[src/hdl/dcr_pkg.sv]
package dcr_pkg;

  localparam int          ADDR_W         = 5;
  localparam int          BYTE_W         = 8;
  localparam int          CODE_W         = 12;
  localparam int          NUM_CH         = 2;

  localparam logic [4:0]  OFS_ENABLE     = 5'h00;
  localparam logic [4:0]  OFS_MODE       = 5'h01;
  localparam logic [4:0]  OFS_ALIGN      = 5'h02;
  localparam logic [4:0]  OFS_EVENT      = 5'h03;
  localparam logic [4:0]  OFS_EMPTY      = 5'h05;
  localparam logic [4:0]  OFS_CH0_GAIN   = 5'h08;
  localparam logic [4:0]  OFS_CH0_OFFS   = 5'h09;
  localparam logic [4:0]  OFS_CH1_GAIN   = 5'h0A;
  localparam logic [4:0]  OFS_CH1_OFFS   = 5'h0B;
  localparam logic [4:0]  OFS_IRQ_STATUS = 5'h0C;
  localparam logic [4:0]  OFS_IRQ_MASK   = 5'h0D;
  localparam logic [4:0]  OFS_CH0_LOW    = 5'h18;
  localparam logic [4:0]  OFS_CH0_HIGH   = 5'h19;
  localparam logic [4:0]  OFS_CH1_LOW    = 5'h1A;
  localparam logic [4:0]  OFS_CH1_HIGH   = 5'h1B;

  localparam logic [7:0]  MASK_ENABLE    = 8'h1F;
  localparam logic [7:0]  MASK_MODE      = 8'h63;
  localparam logic [7:0]  MASK_ALIGN     = 8'h19;
  localparam logic [7:0]  MASK_EVENT     = 8'h0F;
  localparam logic [7:0]  MASK_CH1_TRIM  = 8'h7F;
  localparam logic [7:0]  MASK_LEFT_LOW  = 8'hF0;
  localparam logic [1:0]  MASK_FLAGS     = 2'h3;
  localparam int          POS_LEFT_ALIGN = 0;

  localparam logic [7:0]  RESET_BYTE     = 8'h00;
  localparam logic [11:0] RESET_CODE     = 12'h000;
  localparam logic [1:0]  RESET_FLAGS    = 2'h0;
  localparam logic [3:0]  ZERO_NIBBLE    = 4'h0;

  typedef struct packed {
    logic [7:0] gain;
    logic [7:0] offset;
  } dcr_trim_s;

  typedef struct packed {
    logic [7:0] enable;
    logic [7:0] mode;
    logic [7:0] align;
    logic [7:0] event_sel;
  } dcr_ctrl_s;

endpackage : dcr_pkg

[src/hdl/dcr_top.sv]
// Design decision made here: the address-and-strobe port.
`timescale 1ns/1ps
`default_nettype none

module dcr_top (
  input  wire logic                 clk,
  input  wire logic                 sys_rst,
  input  wire logic [4:0]           reg_addr,
  input  wire logic [7:0]           reg_wdata,
  input  wire logic                 reg_wr,
  input  wire logic                 reg_rd,
  output logic      [7:0]           reg_rdata,
  input  wire logic [1:0]           conv_take,
  output logic      [11:0]          ch0_code,
  output logic      [11:0]          ch1_code,
  output dcr_pkg::dcr_trim_s        ch0_trim,
  output dcr_pkg::dcr_trim_s        ch1_trim,
  output dcr_pkg::dcr_ctrl_s        ctrl,
  output logic      [1:0]           dma_req,
  output logic                      irq
);

  logic [7:0]       enable_reg;
  logic [7:0]       mode_reg;
  logic [7:0]       align_reg;
  logic [7:0]       event_reg;
  logic [7:0]       ch0_gain_reg;
  logic [7:0]       ch0_offs_reg;
  logic [7:0]       ch1_gain_reg;
  logic [7:0]       ch1_offs_reg;
  logic [7:0]       stage_reg;
  logic [7:0]       stage_next;
  logic [1:0][11:0] code_reg;
  logic [1:0]       empty_reg;
  logic [1:0]       empty_next;
  logic [1:0]       irq_status_reg;
  logic [1:0]       irq_status_next;
  logic [1:0]       irq_mask_reg;
  logic [7:0]       rdata_reg;
  logic [7:0]       rd_mux;

  wire              left_align_select = align_reg[dcr_pkg::POS_LEFT_ALIGN];

  wire              wr_enable  = reg_wr && (reg_addr == dcr_pkg::OFS_ENABLE);
  wire              wr_mode    = reg_wr && (reg_addr == dcr_pkg::OFS_MODE);
  wire              wr_align   = reg_wr && (reg_addr == dcr_pkg::OFS_ALIGN);
  wire              wr_event   = reg_wr && (reg_addr == dcr_pkg::OFS_EVENT);
  wire              wr_empty   = reg_wr && (reg_addr == dcr_pkg::OFS_EMPTY);
  wire              wr_g0      = reg_wr && (reg_addr == dcr_pkg::OFS_CH0_GAIN);
  wire              wr_o0      = reg_wr && (reg_addr == dcr_pkg::OFS_CH0_OFFS);
  wire              wr_g1      = reg_wr && (reg_addr == dcr_pkg::OFS_CH1_GAIN);
  wire              wr_o1      = reg_wr && (reg_addr == dcr_pkg::OFS_CH1_OFFS);
  wire              wr_istat   = reg_wr && (reg_addr == dcr_pkg::OFS_IRQ_STATUS);
  wire              wr_imask   = reg_wr && (reg_addr == dcr_pkg::OFS_IRQ_MASK);
  wire              wr_low0    = reg_wr && (reg_addr == dcr_pkg::OFS_CH0_LOW);
  wire              wr_low1    = reg_wr && (reg_addr == dcr_pkg::OFS_CH1_LOW);
  wire              wr_high0   = reg_wr && (reg_addr == dcr_pkg::OFS_CH0_HIGH);
  wire              wr_high1   = reg_wr && (reg_addr == dcr_pkg::OFS_CH1_HIGH);

  wire  [1:0]       commit     = {wr_high1, wr_high0};
  wire  [1:0]       flag_clr   = wr_empty ? reg_wdata[1:0] : 2'h0;
  wire  [1:0]       istat_clr  = wr_istat ? reg_wdata[1:0] : 2'h0;
  wire  [1:0]       empty_rise = conv_take & ~empty_reg;

  // One staging byte serves both channels, so low/high pairs must not interleave
  // Left mode keeps the lower nibble at zero; it reads and stages as zero
  assign stage_next = (wr_low0 || wr_low1) ?
                      (left_align_select ? (reg_wdata & dcr_pkg::MASK_LEFT_LOW)
                                         : reg_wdata)
                      : stage_reg;

  // Hardware set wins over a clear from a commit or from software
  assign empty_next      = conv_take | (empty_reg & ~commit & ~flag_clr);
  assign irq_status_next = empty_rise | (irq_status_reg & ~istat_clr);

  always_ff @(posedge clk) begin
    if (sys_rst) begin
      enable_reg <= dcr_pkg::RESET_BYTE;
      mode_reg   <= dcr_pkg::RESET_BYTE;
      align_reg  <= dcr_pkg::RESET_BYTE;
      event_reg  <= dcr_pkg::RESET_BYTE;
    end else begin
      if (wr_enable) enable_reg <= reg_wdata & dcr_pkg::MASK_ENABLE;
      if (wr_mode)   mode_reg   <= reg_wdata & dcr_pkg::MASK_MODE;
      if (wr_align)  align_reg  <= reg_wdata & dcr_pkg::MASK_ALIGN;
      if (wr_event)  event_reg  <= reg_wdata & dcr_pkg::MASK_EVENT;
    end
  end

  always_ff @(posedge clk) begin
    if (sys_rst) begin
      ch0_gain_reg <= dcr_pkg::RESET_BYTE;
      ch0_offs_reg <= dcr_pkg::RESET_BYTE;
      ch1_gain_reg <= dcr_pkg::RESET_BYTE;
      ch1_offs_reg <= dcr_pkg::RESET_BYTE;
    end else begin
      if (wr_g0) ch0_gain_reg <= reg_wdata;
      if (wr_o0) ch0_offs_reg <= reg_wdata;
      // Top bit of the channel 1 trims is read-only zero
      if (wr_g1) ch1_gain_reg <= reg_wdata & dcr_pkg::MASK_CH1_TRIM;
      if (wr_o1) ch1_offs_reg <= reg_wdata & dcr_pkg::MASK_CH1_TRIM;
    end
  end

  always_ff @(posedge clk) begin
    if (sys_rst) begin
      stage_reg <= dcr_pkg::RESET_BYTE;
    end else begin
      stage_reg <= stage_next;
    end
  end

  genvar c;
  generate
    for (c = 0; c < dcr_pkg::NUM_CH; c++) begin : g_ch
      // The code only changes on the high byte, so the converter never sees half a value
      wire [11:0] commit_val = left_align_select ?
                               {reg_wdata, stage_reg[7:4]} :
                               {reg_wdata[3:0], stage_reg};
      always_ff @(posedge clk) begin
        if (sys_rst) begin
          code_reg[c] <= dcr_pkg::RESET_CODE;
        end else if (commit[c]) begin
          code_reg[c] <= commit_val;
        end
      end
    end
  endgenerate

  always_ff @(posedge clk) begin
    if (sys_rst) begin
      empty_reg      <= dcr_pkg::RESET_FLAGS;
      irq_status_reg <= dcr_pkg::RESET_FLAGS;
      irq_mask_reg   <= dcr_pkg::RESET_FLAGS;
    end else begin
      empty_reg      <= empty_next;
      irq_status_reg <= irq_status_next;
      if (wr_imask) irq_mask_reg <= reg_wdata[1:0] & dcr_pkg::MASK_FLAGS;
    end
  end

  // Same offsets in both modes; only the byte views of the codes move
  wire  [7:0] low0_view  = left_align_select ?
                           {code_reg[0][3:0], dcr_pkg::ZERO_NIBBLE} : code_reg[0][7:0];
  wire  [7:0] high0_view = left_align_select ?
                           code_reg[0][11:4] : {dcr_pkg::ZERO_NIBBLE, code_reg[0][11:8]};
  wire  [7:0] low1_view  = left_align_select ?
                           {code_reg[1][3:0], dcr_pkg::ZERO_NIBBLE} : code_reg[1][7:0];
  wire  [7:0] high1_view = left_align_select ?
                           code_reg[1][11:4] : {dcr_pkg::ZERO_NIBBLE, code_reg[1][11:8]};

  always_comb begin
    unique case (reg_addr)
      dcr_pkg::OFS_ENABLE:     rd_mux = enable_reg;
      dcr_pkg::OFS_MODE:       rd_mux = mode_reg;
      dcr_pkg::OFS_ALIGN:      rd_mux = align_reg;
      dcr_pkg::OFS_EVENT:      rd_mux = event_reg;
      dcr_pkg::OFS_EMPTY:      rd_mux = {6'h00, empty_reg};
      dcr_pkg::OFS_CH0_GAIN:   rd_mux = ch0_gain_reg;
      dcr_pkg::OFS_CH0_OFFS:   rd_mux = ch0_offs_reg;
      dcr_pkg::OFS_CH1_GAIN:   rd_mux = ch1_gain_reg;
      dcr_pkg::OFS_CH1_OFFS:   rd_mux = ch1_offs_reg;
      dcr_pkg::OFS_IRQ_STATUS: rd_mux = {6'h00, irq_status_reg};
      dcr_pkg::OFS_IRQ_MASK:   rd_mux = {6'h00, irq_mask_reg};
      dcr_pkg::OFS_CH0_LOW:    rd_mux = low0_view;
      dcr_pkg::OFS_CH0_HIGH:   rd_mux = high0_view;
      dcr_pkg::OFS_CH1_LOW:    rd_mux = low1_view;
      dcr_pkg::OFS_CH1_HIGH:   rd_mux = high1_view;
      default:                 rd_mux = dcr_pkg::RESET_BYTE;
    endcase
  end

  // Read data stand for exactly one cycle, zero otherwise
  always_ff @(posedge clk) begin
    if (sys_rst) begin
      rdata_reg <= dcr_pkg::RESET_BYTE;
    end else begin
      rdata_reg <= reg_rd ? rd_mux : dcr_pkg::RESET_BYTE;
    end
  end

  assign reg_rdata        = rdata_reg;
  assign ch0_code         = code_reg[0];
  assign ch1_code         = code_reg[1];
  assign ch0_trim.gain    = ch0_gain_reg;
  assign ch0_trim.offset  = ch0_offs_reg;
  assign ch1_trim.gain    = ch1_gain_reg;
  assign ch1_trim.offset  = ch1_offs_reg;
  assign ctrl.enable      = enable_reg;
  assign ctrl.mode        = mode_reg;
  assign ctrl.align       = align_reg;
  assign ctrl.event_sel   = event_reg;
  assign dma_req          = empty_reg;
  assign irq              = |(irq_status_reg & irq_mask_reg);
endmodule : dcr_top

`default_nettype wire

[config.mk]
export PLATFORM = sky130hd
export DESIGN_NAME = dcr_top
export DESIGN_NICKNAME = d
export VERILOG_FILES = /design/src/hdl/dcr_pkg.sv /design/src/hdl/dcr_top.sv
export SDC_FILE = /design/constraint.sdc
export NUM_CORES = 1
export LEC_CHECK = 0
export ABC_AREA = 0
export BUFFER_PORTS_ARGS = -buffer_cell sky130_fd_sc_hd__buf_2
export CORE_AREA = 2 2 96 98
export DETAILED_ROUTE_END_ITERATION = 16
export DIE_AREA = 0 0 98 100
export PLACE_DENSITY = 0.8
export SKIP_CTS_REPAIR_TIMING = 1
export SYNTH_ARGS = -nofsm -noshare
export SYNTH_HDL_FRONTEND = slang
export SYNTH_SLANG_ARGS = --single-unit
[constraint.sdc]
create_clock -name clk -period 3.2 [get_ports clk]
set_input_delay 0.16 -clock clk [delete_from_list [all_inputs] [get_ports clk]]
set_output_delay 0.16 -clock clk [all_outputs]
set_load 0.005 [all_outputs]
; Word-level counts from Yosys, hierarchy flattened
; Cells that the tools add are included.
[word_totals]
reg_bits = 92
input_bits = 19
output_inout_bits = 99
word_cells = 69
[classes]
eq_ne = 14
muxes = 9
n_bitwise = 12
n_reduce_logical = 19
[ops]
columns = cell, count
row1 = $pmux 8 s15, 1
row2 = $mux 8, 4
row3 = $eq 5x4->1 const B, 6
row4 = $eq 5x5->1 const B, 4
row5 = $logic_and 1x1->1, 15
row6 = $mux 12, 1
row7 = $and 2x2->2, 5
row8 = $eq 5x2->1 const B, 2
row9 = $not 2->2, 4
row10 = $eq 5x1->1 const B, 1
row11 = $eq 5x3->1 const B, 1
row12 = $logic_not 5->1, 1
row13 = $mux 2, 2
row14 = $mux 4, 1
row15 = $or 2x2->2, 2
row16 = $reduce_or 2->1, 2
row17 = $logic_or 1x1->1, 1
row18 = $not 1->1, 1

; Logic depth before layout (Yosys ltp)
; Gate-level depths: netlist of the first run.
[logic_depth]
ltp_word = 6
depth_mapped = 7
mapped_depth_nobuf = 5

; Worst setup path after synthesis of the first run
; OpenSTA, ideal clock, no wires.
[synth_timing]
path_type = flip-flop to flip-flop
start = register align_reg[0]
end = register rdata_reg[0] (netlist: reg_rdata[0])
setup_time_ns = 0.150
arrival_ns = 1.251
required_time_ns = 3.050
slack_ns = 1.799
path_stages_with_launch = 6
n_path_buf = 2
period_less_slack_ns = 1.401
cell_sequence = dfxtp_1 -> buf_4 -> buf_4 -> mux2_2 -> a22oi_1 -> a41oi_1
[synth_between]
elab_chain_len = 2
word_cells_on_any_way = 5
cone_classes = mux (5)
[synth_rtl]
columns = item, line_no
row1 = "start, declared", dcr_top.sv:25  ; logic [7:0] align_reg;
row2 = "start signal, assigned", dcr_top.sv:80  ; align_reg <= dcr_pkg::RESET_BYTE;
row3 = "start signal, assigned", dcr_top.sv:85  ; if (wr_align) align_reg <= reg_wdata & dcr_pkg::MASK_ALIGN;
row4 = "$mux 8, on equally long branches", --
row5 = $pmux 8 s15 (*), dcr_top.sv:153  ; unique case (reg_addr)
row6 = "end signal, assigned", dcr_top.sv:176  ; rdata_reg <= dcr_pkg::RESET_BYTE;
row7 = "end signal, assigned", dcr_top.sv:178  ; rdata_reg <= reg_rd ? rd_mux : dcr_pkg::RESET_BYTE;
row8 = "end, declared", dcr_top.sv:39  ; logic [7:0] rdata_reg;
; Every way passes the cells marked *; elsewhere a longest branch is shown, timed or not.
; A chain may end at the register's enable or synchronous reset.

; Final worst setup path of the first run
[layout_timing]
start = register align_reg[0]
end = register rdata_reg[1] (netlist: reg_rdata[1])
; Same word-level chain as after synthesis.

==> impl_metrics.env, run 1 <==
export IMPL_outcome="finished clean"
export IMPL_grt_start_max_net_pins=45
export IMPL_timing_max_cap_violations=0
export IMPL_number_of_antenna_violations_at_the_first_check_in_global_routing=0
export IMPL_synth_xor_area_share_pct=0
export IMPL_synth_adder_area_share_pct=0
export IMPL_utilization_pct=59.1
export IMPL_max_slew_headroom_pct=36.3
export IMPL_worst_slew_pin_slew_ps=950
export IMPL_setup_tns_final_ps=0
export IMPL_syn_inst=538
export IMPL_synth_lib_cells_used_distinct=56
export IMPL_top_level_ports=118
export IMPL_antennaDiodeCount=0
export IMPL_drt_pre_antenna_iters=8
export IMPL_hold_class="input pin to flip-flop"
export IMPL_critPathMaxFanout=31
export IMPL_synth_yosys_warnings=0
export IMPL_max_freq_ghz=0.489
export IMPL_synth_yosys_seq_area_share_pct=39.5
export IMPL_worst_path_stages=4
export IMPL_final_period_utilization_pct=63.9
export IMPL_dominant_combinational_cell_family_by_area_after_synthesis="simple AND/OR/NAND/NOR gates"
export IMPL_synthFlopType="dfxtp_1"
export IMPL_fin_skew_ps=14.3
export IMPL_wirelength_um=14100
export IMPL_fin_cells=725
export IMPL_cts_htree_levels=3
export IMPL_num_cts_buffers=9
export IMPL_synth_register_bits=92
export IMPL_buffering_stage_count_on_the_worst_path_with_inverters_included=0
export IMPL_leakagePower_nw=2.10
export IMPL_cp_required_ps=3440
export IMPL_globalRoute_totalOverflow=0
export IMPL_synth_edf_count=0
export IMPL_path_cells="and4b_1, a32oi_1, o221a_1, a31oi_1"
export IMPL_max_stage_delay_ps=870
export IMPL_clock_insertion_delay_worst_skew_ps=370
export IMPL_fp_dieH_um=100
export IMPL_drcViolationCount=0
export IMPL_synth_area_sq_um=4670
export IMPL_asyncSetResetFlopFracSynth_pct=0
export IMPL_grt_pass1_vias=3999
export IMPL_routability_cong=0.967
export IMPL_worst_path_slowest_cell="dfxtp_2"
export IMPL_route_antenna_remaining_nets=0
export IMPL_reg2regPathDepth=4
export IMPL_initial_core_util_pct=52.5
export IMPL_grt_util_all_layers_pct=28.2
export IMPL_dpl_cell_count=709
export IMPL_fp_dieW_um=98
export IMPL_hpwlAfterDp_um=10100
export IMPL_finalMaxSlewViolations=0
export IMPL_critPathKind="flip-flop to flip-flop"
export IMPL_root_buffer="clkbuf_8"
export IMPL_hold_viol=0
export IMPL_max_clock_path_buffers=2
export IMPL_synth_avg_cell_area_sq_um=8.67
export IMPL_routed_via_count=4451
export IMPL_layout_area_overhead_vs_synth_pct=12.5
export IMPL_start_kind="flip-flop"
export IMPL_path_delay_family="flip-flops"
export IMPL_avgViaCountPerCell=6.14
export IMPL_initialDrtViolationCount=457
export IMPL_hold_path_depth=3
export IMPL_grt_setup_unrepaired="no"
export IMPL_synth_compound_gate_area_share_pct=17.0
export IMPL_cts_sinks=92
export IMPL_detail_route_wl_per_cell_um=19.4
export IMPL_clk_pin_slew_worst_paths_ps=90
export IMPL_post_synth_and_or_nand_nor_area_fraction_pct=22.3
export IMPL_port_buffers=99
export IMPL_finalWorstPathRequiredPeriod_ps=2050
export IMPL_coreArea_sq_um=8890
export IMPL_setup_viol=0
export IMPL_critical_path_arrival_ps=2290
export IMPL_rows=35
export IMPL_die_area_sq_um=9800
export IMPL_cts_tree="done"
export IMPL_total_power_per_unit_cell_area_nw_per_um2=415
export IMPL_power_ir_vdd_worst_mv=0.225
export IMPL_cp_capture_type="flip-flop"
export IMPL_grt_first_pass_wirelength_um=21700
export IMPL_nets=628
export IMPL_yosys_mux_area_fraction_pct=13.1
export IMPL_fin_worst_hold_slack_ps=41.4
export IMPL_share_of_layout_cells_above_drive_strength_1_pct=24.9
-- report_power, final --
group	switching [mW]	internal, mW	total, mW
combinational	0.133	0.0533	0.187
sequential	0.0148	1.16	1.17
clock	0.433	0.390	0.823
total	0.581	1.60	2.18
-- cell usage after synthesis, drive strengths merged, types with 2 or more instances --
| master | number | share of area (%) |
|---|---|---|
| dfxtp | 92 | 39 |
| nor2 | 66 | 5.6 |
| mux2i | 51 | 11 |
| nand2 | 50 | 4.0 |
| a21oi | 49 | 5.3 |
| buf | 45 | 6.4 |
| nand3 | 37 | 4.1 |
| a211oi | 24 | 4.7 |
| clkbuf | 16 | 1.3 |
| nor3 | 11 | 2.0 |
| mux2 | 9 | 2.2 |
| a31oi | 7 | 0.94 |
| o21ai | 7 | 0.75 |
| a22oi | 6 | 0.97 |
| nand2b | 6 | 0.80 |
| a221oi | 5 | 0.94 |
| inv | 5 | 0.40 |
| nor2b | 4 | 0.54 |
| nor3b | 4 | 0.64 |
| nor4 | 4 | 0.99 |
| or3 | 4 | 0.54 |
| a22o | 3 | 0.56 |
| a32oi | 3 | 0.56 |
| o22ai | 3 | 0.40 |
| and2b | 2 | 0.32 |
| and3 | 2 | 0.27 |
| and3b | 2 | 0.38 |
| nand3b | 2 | 0.59 |
| nand4 | 2 | 0.27 |
| o2bb2ai | 2 | 0.38 |
-- worst register-to-register path, stage by stage (launching register included) --
cell and delay, ps:
dfxtp_2 870, and4b_1 380, a32oi_1 120, o221a_1 280, a31oi_1 290
-- routing by layer --
metal  vias up  global-route usage [%]  share of wire, %
li1       2037                       -                 -
met1      2123                    39.1                42
met2       246                    43.9                47
met3        45                    3.90               7.7
met4         0                    13.0               3.6
met5         -                       0                 0
-- through the flow --
stage | setup slack (ps) | area [sq um] | total power [mW]
2_1_floorplan | 1800 | 4730 | 1.34
3_3_place_gp | 976 | 5050 | 1.38
3_5_place_dp | 933 | 5050 | 1.38
4_1_cts | 1200 | 5250 | 2.18
5_1_grt | 1050 | 5250 | 2.25
6_report | 1150 | 5250 | 2.18
-- final cells by class --
type	instances	area (sq um)
clock buffer	10	138
clock inverter	6	68.8
fill	808	3640
inverter	5	18.8
multi-input combinational	397	2510
sequential	92	1840
tap	111	139
timing repair buffer	104	533
-- path summary, 6_finish.rpt --
| path | from | to | slack [ps] |
|---|---|---|---|
| worst min-delay path | conv_take[1] | dma_req[1] | 40 |
| worst min register to register | ch0_gain_reg[0] | ch0_gain_reg[0] | 480 |
| worst max-delay path | align_reg[0] | reg_rdata[1] | 1150 |
| worst max register to register | align_reg[0] | reg_rdata[1] | 1150 |
-- logic make-up (layout without fill, tap and decap cells) --
kind of cell,count (synthesis),after routing
buffers and inverters,66,125
other,1,18
AOI/OAI and AO/OA,117,117
and+or+nand+nor,202,202
muxes,60,60
DFF,92,92
-- placed cells by master, fill, tap and decap left out, types with 2 or more instances in the layout --
cell,netlist,routed
nor2_1,64,64
a211oi_1,16,16
a21oi_1,49,49
nor3b_1,4,4
nor2b_1,4,4
nand2b_1,6,6
o2bb2ai_1,2,2
a32oi_1,3,3
a22o_1,3,3
a211oi_2,8,8
o22ai_1,3,3
nand2_1,50,50
nand3_1,36,36
nor4_1,2,2
mux2i_1,51,51
o21ai_0,6,6
nor2_4,2,2
nor3_2,5,5
and3_1,2,2
a22oi_1,6,6
buf_4,29,5
or3_1,4,4
dfxtp_1,92,91
a31oi_1,7,7
and2b_1,2,2
and3b_1,2,2
clkbuf_8,0,10
buf_2,16,99
nand4_1,2,2
conb_1,1,18
mux2_2,9,9
nor3_1,5,5
a221oi_1,5,5
inv_6,0,3
inv_1,4,4
Power figures use the tool's default switching activity.
==> run 2, diff against run 1 <==
ABC_AREA = 1   (was 0)
PLACE_DENSITY = 0.79   (was 0.8)
clock period = 2 ns   (was 3.2 ns; I/O delays follow)
==> run 2 against run 1 <==
  * The run now ends with negative hold slack left
  * Worst hold slack got worse by 49 ps
  * Fmax is 38% higher
  * Power increased by 61%
  * Non-clock buffer count increased by 10
==> impl_metrics.env, run 2 <==
export IMPL_critPathKind="flip-flop to flip-flop"
export IMPL_grt_pass1_vias=4311
export IMPL_hold_class="input pin to flip-flop"
export IMPL_grt_start_max_net_pins=39
export IMPL_setup_viol=0
export IMPL_critical_path_arrival_ps=1710
export IMPL_num_cts_buffers=9
export IMPL_power_ir_vdd_worst_mv=0.386
export IMPL_synth_top_cell_area_share_pct=40.2
export IMPL_synth_edf_count=0
export IMPL_globalRoute_totalOverflow=0
export IMPL_drcViolationCount=0
export IMPL_outcome="finished with violations"
export IMPL_totalPowerFinal_mw=3.51
export IMPL_fin_skew_ps=7.48
export IMPL_total_power_per_unit_cell_area_nw_per_um2=663
export IMPL_synth_yosys_warnings=0
export IMPL_synth_lib_cells_used_distinct=27
export IMPL_hpwlAfterDp_um=10900
export IMPL_worst_slew_pin_slew_ps=722
export IMPL_grt_setup_unrepaired="no"
export IMPL_route_antenna_remaining_nets=0
export IMPL_share_clk_of_total_power_pct=37.9
export IMPL_cts_sinks=92
export IMPL_fp_dieH_um=100
export IMPL_power_switching_mw=0.926
export IMPL_port_buffers=99
export IMPL_cts_htree_levels=3
export IMPL_sequential_cell_fraction_of_total_power_pct=53.5
export IMPL_setup_tns_final_ps=0
export IMPL_fin_worst_hold_slack_ps=-7.61
export IMPL_yosys_area_top_type="dfxtp_1"
export IMPL_avgViaCountPerCell=5.59
export IMPL_power_share_combinational_pct=8.6
export IMPL_initial_core_util_pct=51.5
export IMPL_synth_yosys_seq_area_share_pct=40.2
export IMPL_cp_capture_type="flip-flop"
export IMPL_detail_route_wl_per_cell_um=16.3
export IMPL_die_area_sq_um=9800
export IMPL_critPathMaxFanout=20
export IMPL_fin_cells=890
export IMPL_syn_inst=687
export IMPL_power_switching_share_pct=26.4
export IMPL_post_synth_top_count_cell="nand2_1"
export IMPL_dpl_cell_count=872
export IMPL_final_period_utilization_pct=74.0
export IMPL_hold_viol=1
export IMPL_grt_first_pass_wirelength_um=22700
export IMPL_number_of_antenna_violations_at_the_first_check_in_global_routing=1
export IMPL_dpl_worst_slack_ps=344
export IMPL_share_of_layout_cells_above_drive_strength_1_pct=19.3
export IMPL_synth_avg_cell_area_sq_um=6.67
export IMPL_synth_register_bits=92
export IMPL_internal_power_mw=2.59
export IMPL_grt_util_all_layers_pct=29.3
export IMPL_initialDrtViolationCount=409
export IMPL_failing_checks="negative hold slack"
export IMPL_coreArea_sq_um=8890
export IMPL_routability_cong=0.942
export IMPL_layout_cells_most_common="nand2_1"
export IMPL_max_clock_path_buffers=2
export IMPL_wirelength_um=14500
export IMPL_start_kind="flip-flop"
export IMPL_synth_area_sq_um=4580
export IMPL_clk_pin_slew_worst_paths_ps=90
export IMPL_cp_required_ps=2230
export IMPL_cts_tree="done"
export IMPL_final_critical_path_setup_slack_ps=520
export IMPL_max_freq_ghz=0.676
export IMPL_ys_top_cells_by_count="137 x nand2_1, 92 x dfxtp_1, 86 x o21ai_0"
export IMPL_root_buffer="clkbuf_8"
export IMPL_synthFlopType="dfxtp_1"
export IMPL_routed_via_count=4975
export IMPL_rows=35
export IMPL_timing_max_cap_violations=0
export IMPL_filler_cell_count=900
export IMPL_nets=792
export IMPL_yosys_top_cells_area="dfxtp_1 40%, nand2_1 11%, o21ai_0 9.4%"
export IMPL_top_level_ports=118
export IMPL_max_slew_headroom_pct=51.8
export IMPL_clock_insertion_delay_worst_skew_ps=360
export IMPL_fp_dieW_um=98
export IMPL_layout_cells_most_common_list="137 x nand2_1, 99 x buf_2, 92 x dfxtp_1"
export IMPL_asyncSetResetFlopFracSynth_pct=0
export IMPL_drt_pre_antenna_iters=5
export IMPL_finalWorstPathRequiredPeriod_ps=1480
export IMPL_finalMaxSlewViolations=0
export IMPL_layout_area_overhead_vs_synth_pct=15.8
export IMPL_leakagePower_nw=2.46
[run 2: layer usage]
layer,vias up,GRT usage (%),part of all wire [%]
met1,2315,41.2,43
met2,264,45.8,45
met4,0,11.5,2.5
li1,2373,-,-
met3,23,4.11,9.1
met5,-,0,0
[run 2: power groups by stage]
stage	logic, mW	clock network (mW)	registers [mW]
after global placement	0.284	0	1.92
after CTS	0.291	1.34	1.88
final	0.300	1.33	1.88
after detailed placement	0.290	0	1.92
after floorplan	0.202	0	1.92
after global routing	0.329	1.41	1.88
[run 2: cell type report]
type	instances	area [sq um]	area share, %
timing repair buffer	114	611	11.5
antenna	1	2.50	0.0472
clock buffer	11	151	2.86
multi-input combinational	481	2220	41.8
tap	111	139	2.62
sequential	92	1840	34.7
clock inverter	5	60.1	1.13
inverter	75	282	5.31
[run 2: final timing paths]
check	endpoint	slack [ps]	start	cells after the start
setup / recovery	ch1_code[10]	520	align_reg[0]	4
hold / removal	dma_req[1]	-8	conv_take[1]	3
setup reg to reg	ch1_code[10]	520	align_reg[0]	4
hold reg to reg	irq_mask_reg[1]	480	irq_mask_reg[1]	2
[run 2: cell families after synthesis]
logic type | synth area share (%)
AND/OR/NAND/NOR | 27.6
other | 0.0819
buffers and inverters | 12.8
flip-flops | 40.2
AO/OA/AOI/OAI | 19.3
[run 2: stage by stage]
| step | instance area, sq um | utilization, % |
|---|---|---|
| 2_1_floorplan | 4640 | - |
| 5_1_grt | 5300 | 59.6 |
| 3_5_place_dp | 5080 | 57.1 |
| 4_1_cts | 5290 | 59.5 |
| 6_report | 5300 | 59.6 |
| 3_3_place_gp | 5080 | 57.1 |
[run 2: critical path, cell delays in order (launching register included)]
cell and delay, ps:
dfxtp_1 340, inv_1 410, o21ai_0 270, o21ai_0 260
a21oi_1 70
==> run 3, diff against run 2 <==
ABC_AREA = 0   (was 1)
CORE_AREA = 2 2 97 99   (was 2 2 96 98)
DIE_AREA = 0 0 99 101   (was 0 0 98 100)
clock period = 1.51 ns   (was 2 ns; I/O delays follow)
==> run 3 against run 2 <==
  * The run still ends with negative hold slack left
  * Register-to-register slack worse by 510 ps
  * First-iteration DRC count is 28% lower
  * Wire length is 4.6% higher
  * Global-route usage is 0.87 points higher
  * Via count is 9.7% lower
  * Non-clock buffer count is 28 higher
  * Clock skew is 5.6 ps higher
  * Critical path depth is 2 higher
==> impl_metrics.env, run 3 (synthesized netlist as in run 1, its figures left out) <==
export IMPL_outcome="finished with violations"
export IMPL_failing_checks="negative hold slack"
export IMPL_leakagePower_nw=2.31
export IMPL_hpwlAfterDp_um=11200
export IMPL_min_from="conv_take[0]"
export IMPL_rows=35
export IMPL_max_freq_ghz=0.667
export IMPL_grt_first_pass_wirelength_um=23500
export IMPL_final_period_utilization_pct=99.3
export IMPL_finalWorstPathRequiredPeriod_ps=1500
export IMPL_wirelength_um=15200
export IMPL_grt_start_max_net_pins=85
export IMPL_placed_area_sq_um=5400
export IMPL_drcViolationCount=0
export IMPL_layout_cells_most_common_list="99 x buf_2, 91 x dfxtp_1, 64 x nor2_1"
export IMPL_clock_insertion_delay_worst_skew_ps=360
export IMPL_num_cts_buffers=9
export IMPL_antennaDiodeCount=0
export IMPL_timing_max_cap_violations=0
export IMPL_initial_core_util_pct=52.0
export IMPL_worst_slew_pin_slew_ps=505
export IMPL_routed_via_count=4493
export IMPL_register_area_sq_um=1840
export IMPL_area_taken_by_multi_input_logic_gates_sq_um=2540
export IMPL_globalRoute_totalOverflow=0
export IMPL_grt_pass1_vias=4254
export IMPL_drt_pre_antenna_iters=6
export IMPL_finalInstanceArea_sq_um=5640
export IMPL_detail_route_wl_per_cell_um=19.9
export IMPL_clk_pin_slew_worst_paths_ps=90
export IMPL_start_kind="flip-flop"
export IMPL_max_clock_path_buffers=2
export IMPL_setup_tns_final_ps=0
export IMPL_fin_worst_hold_slack_ps=-31.7
export IMPL_cts_htree_levels=3
export IMPL_finalMaxSlewViolations=0
export IMPL_fp_dieW_um=99
export IMPL_hold_viol=1
export IMPL_coreArea_sq_um=8980
export IMPL_fin_skew_ps=13.1
export IMPL_fin_cells=763
export IMPL_share_of_layout_cells_above_drive_strength_1_pct=29.9
export IMPL_cp_required_ps=1760
export IMPL_avgViaCountPerCell=5.89
export IMPL_critPathLaunch="align_reg[0]"
export IMPL_die_area_sq_um=10000
export IMPL_power_ir_vdd_worst_mv=0.527
export IMPL_top_level_ports=118
export IMPL_filler_cell_count=796
export IMPL_grt_util_all_layers_pct=30.2
export IMPL_grt_setup_unrepaired="no"
export IMPL_dpl_cell_count=746
export IMPL_route_antenna_remaining_nets=0
export IMPL_r2r_start="align_reg[0]"
export IMPL_root_buffer="clkbuf_8"
export IMPL_critical_path_arrival_ps=1750
export IMPL_fp_dieH_um=101
export IMPL_total_power_per_unit_cell_area_nw_per_um2=826
export IMPL_critPathKind="flip-flop to flip-flop"
export IMPL_layout_area_overhead_vs_synth_pct=20.9
export IMPL_initialDrtViolationCount=294
export IMPL_cts_tree="done"
export IMPL_critPathMaxFanout=20
export IMPL_setup_viol=0
export IMPL_hold_class="input pin to flip-flop"
export IMPL_layout_cells_most_common="buf_2"
export IMPL_cts_sinks=92
export IMPL_nets=666
export IMPL_totalPowerFinal_mw=4.66
export IMPL_cp_capture_type="flip-flop"
export IMPL_number_of_antenna_violations_at_the_first_check_in_global_routing=0
export IMPL_port_buffers=99
export IMPL_max_slew_headroom_pct=66.2
export IMPL_routability_cong=0.967
-- run 3: cell count changes in the layout (fill, tap and decap cells not counted), sizes merged, moves of 7 or more --
cell / previous run / this run
mux2: 0 / 9
inv: 74 / 5
nand4: 18 / 2
nand3: 57 / 37
buf: 113 / 141
a21oi: 79 / 49
mux2i: 0 / 51
a31oi: 0 / 7
a211oi: 1 / 24
nand2: 139 / 50
o21ai: 93 / 7
-- run 3: critical path: stages, from the launching register on --
cell	delay, ps
dfxtp_2	350
buf_12	170
and4b_2	310
nand2_2	100
o22ai_1	190
a221oi_2	60
a31oi_1	230
-- run 3: path summary, 6_finish.rpt --
check | end | slack [ps] | depth (start not counted)
worst max-delay path | reg_rdata[5] | 10 | 6
worst min-delay path | dma_req[0] | -30 | 3
worst max register to register | reg_rdata[5] | 10 | 6
worst min register to register | ch0_gain_reg[0] | 470 | 2
-- run 3: layout make-up --
cell class / count / area share (%)
Clock buffer: 11 / 2.51
Clock inverter: 5 / 1.09
Inverter: 5 / 0.333
Multi-Input combinational cell: 397 / 45.0
Sequential cell: 92 / 32.7
Tap cell: 111 / 2.46
Timing Repair Buffer: 142 / 15.9
-- run 3: metrics by stage --
stage,util (%),setup slack (ps)
detailed placement,60.1,-83.4
floorplan,-,109
global route,62.8,3.48
CTS,62.4,-62.0
finish,62.8,10.3
global placement,60.1,-39.5
-- run 3: where the power goes --
part,leakage (nW),internal [mW],total [mW],switching (mW)
combinational,1.47,0.168,0.477,0.308
sequential,0.744,2.45,2.48,0.0279
clock,0.103,0.819,1.71,0.886
-- run 3: layer usage --
metal  up-vias  GRT usage [%]  part of all wire (%)
met5         -              0                     0
met4         0           11.0                   3.0
met3        32           5.20                   7.0
met2       199           47.9                    46
met1      2151           41.5                    44
li1       2111              -                     -
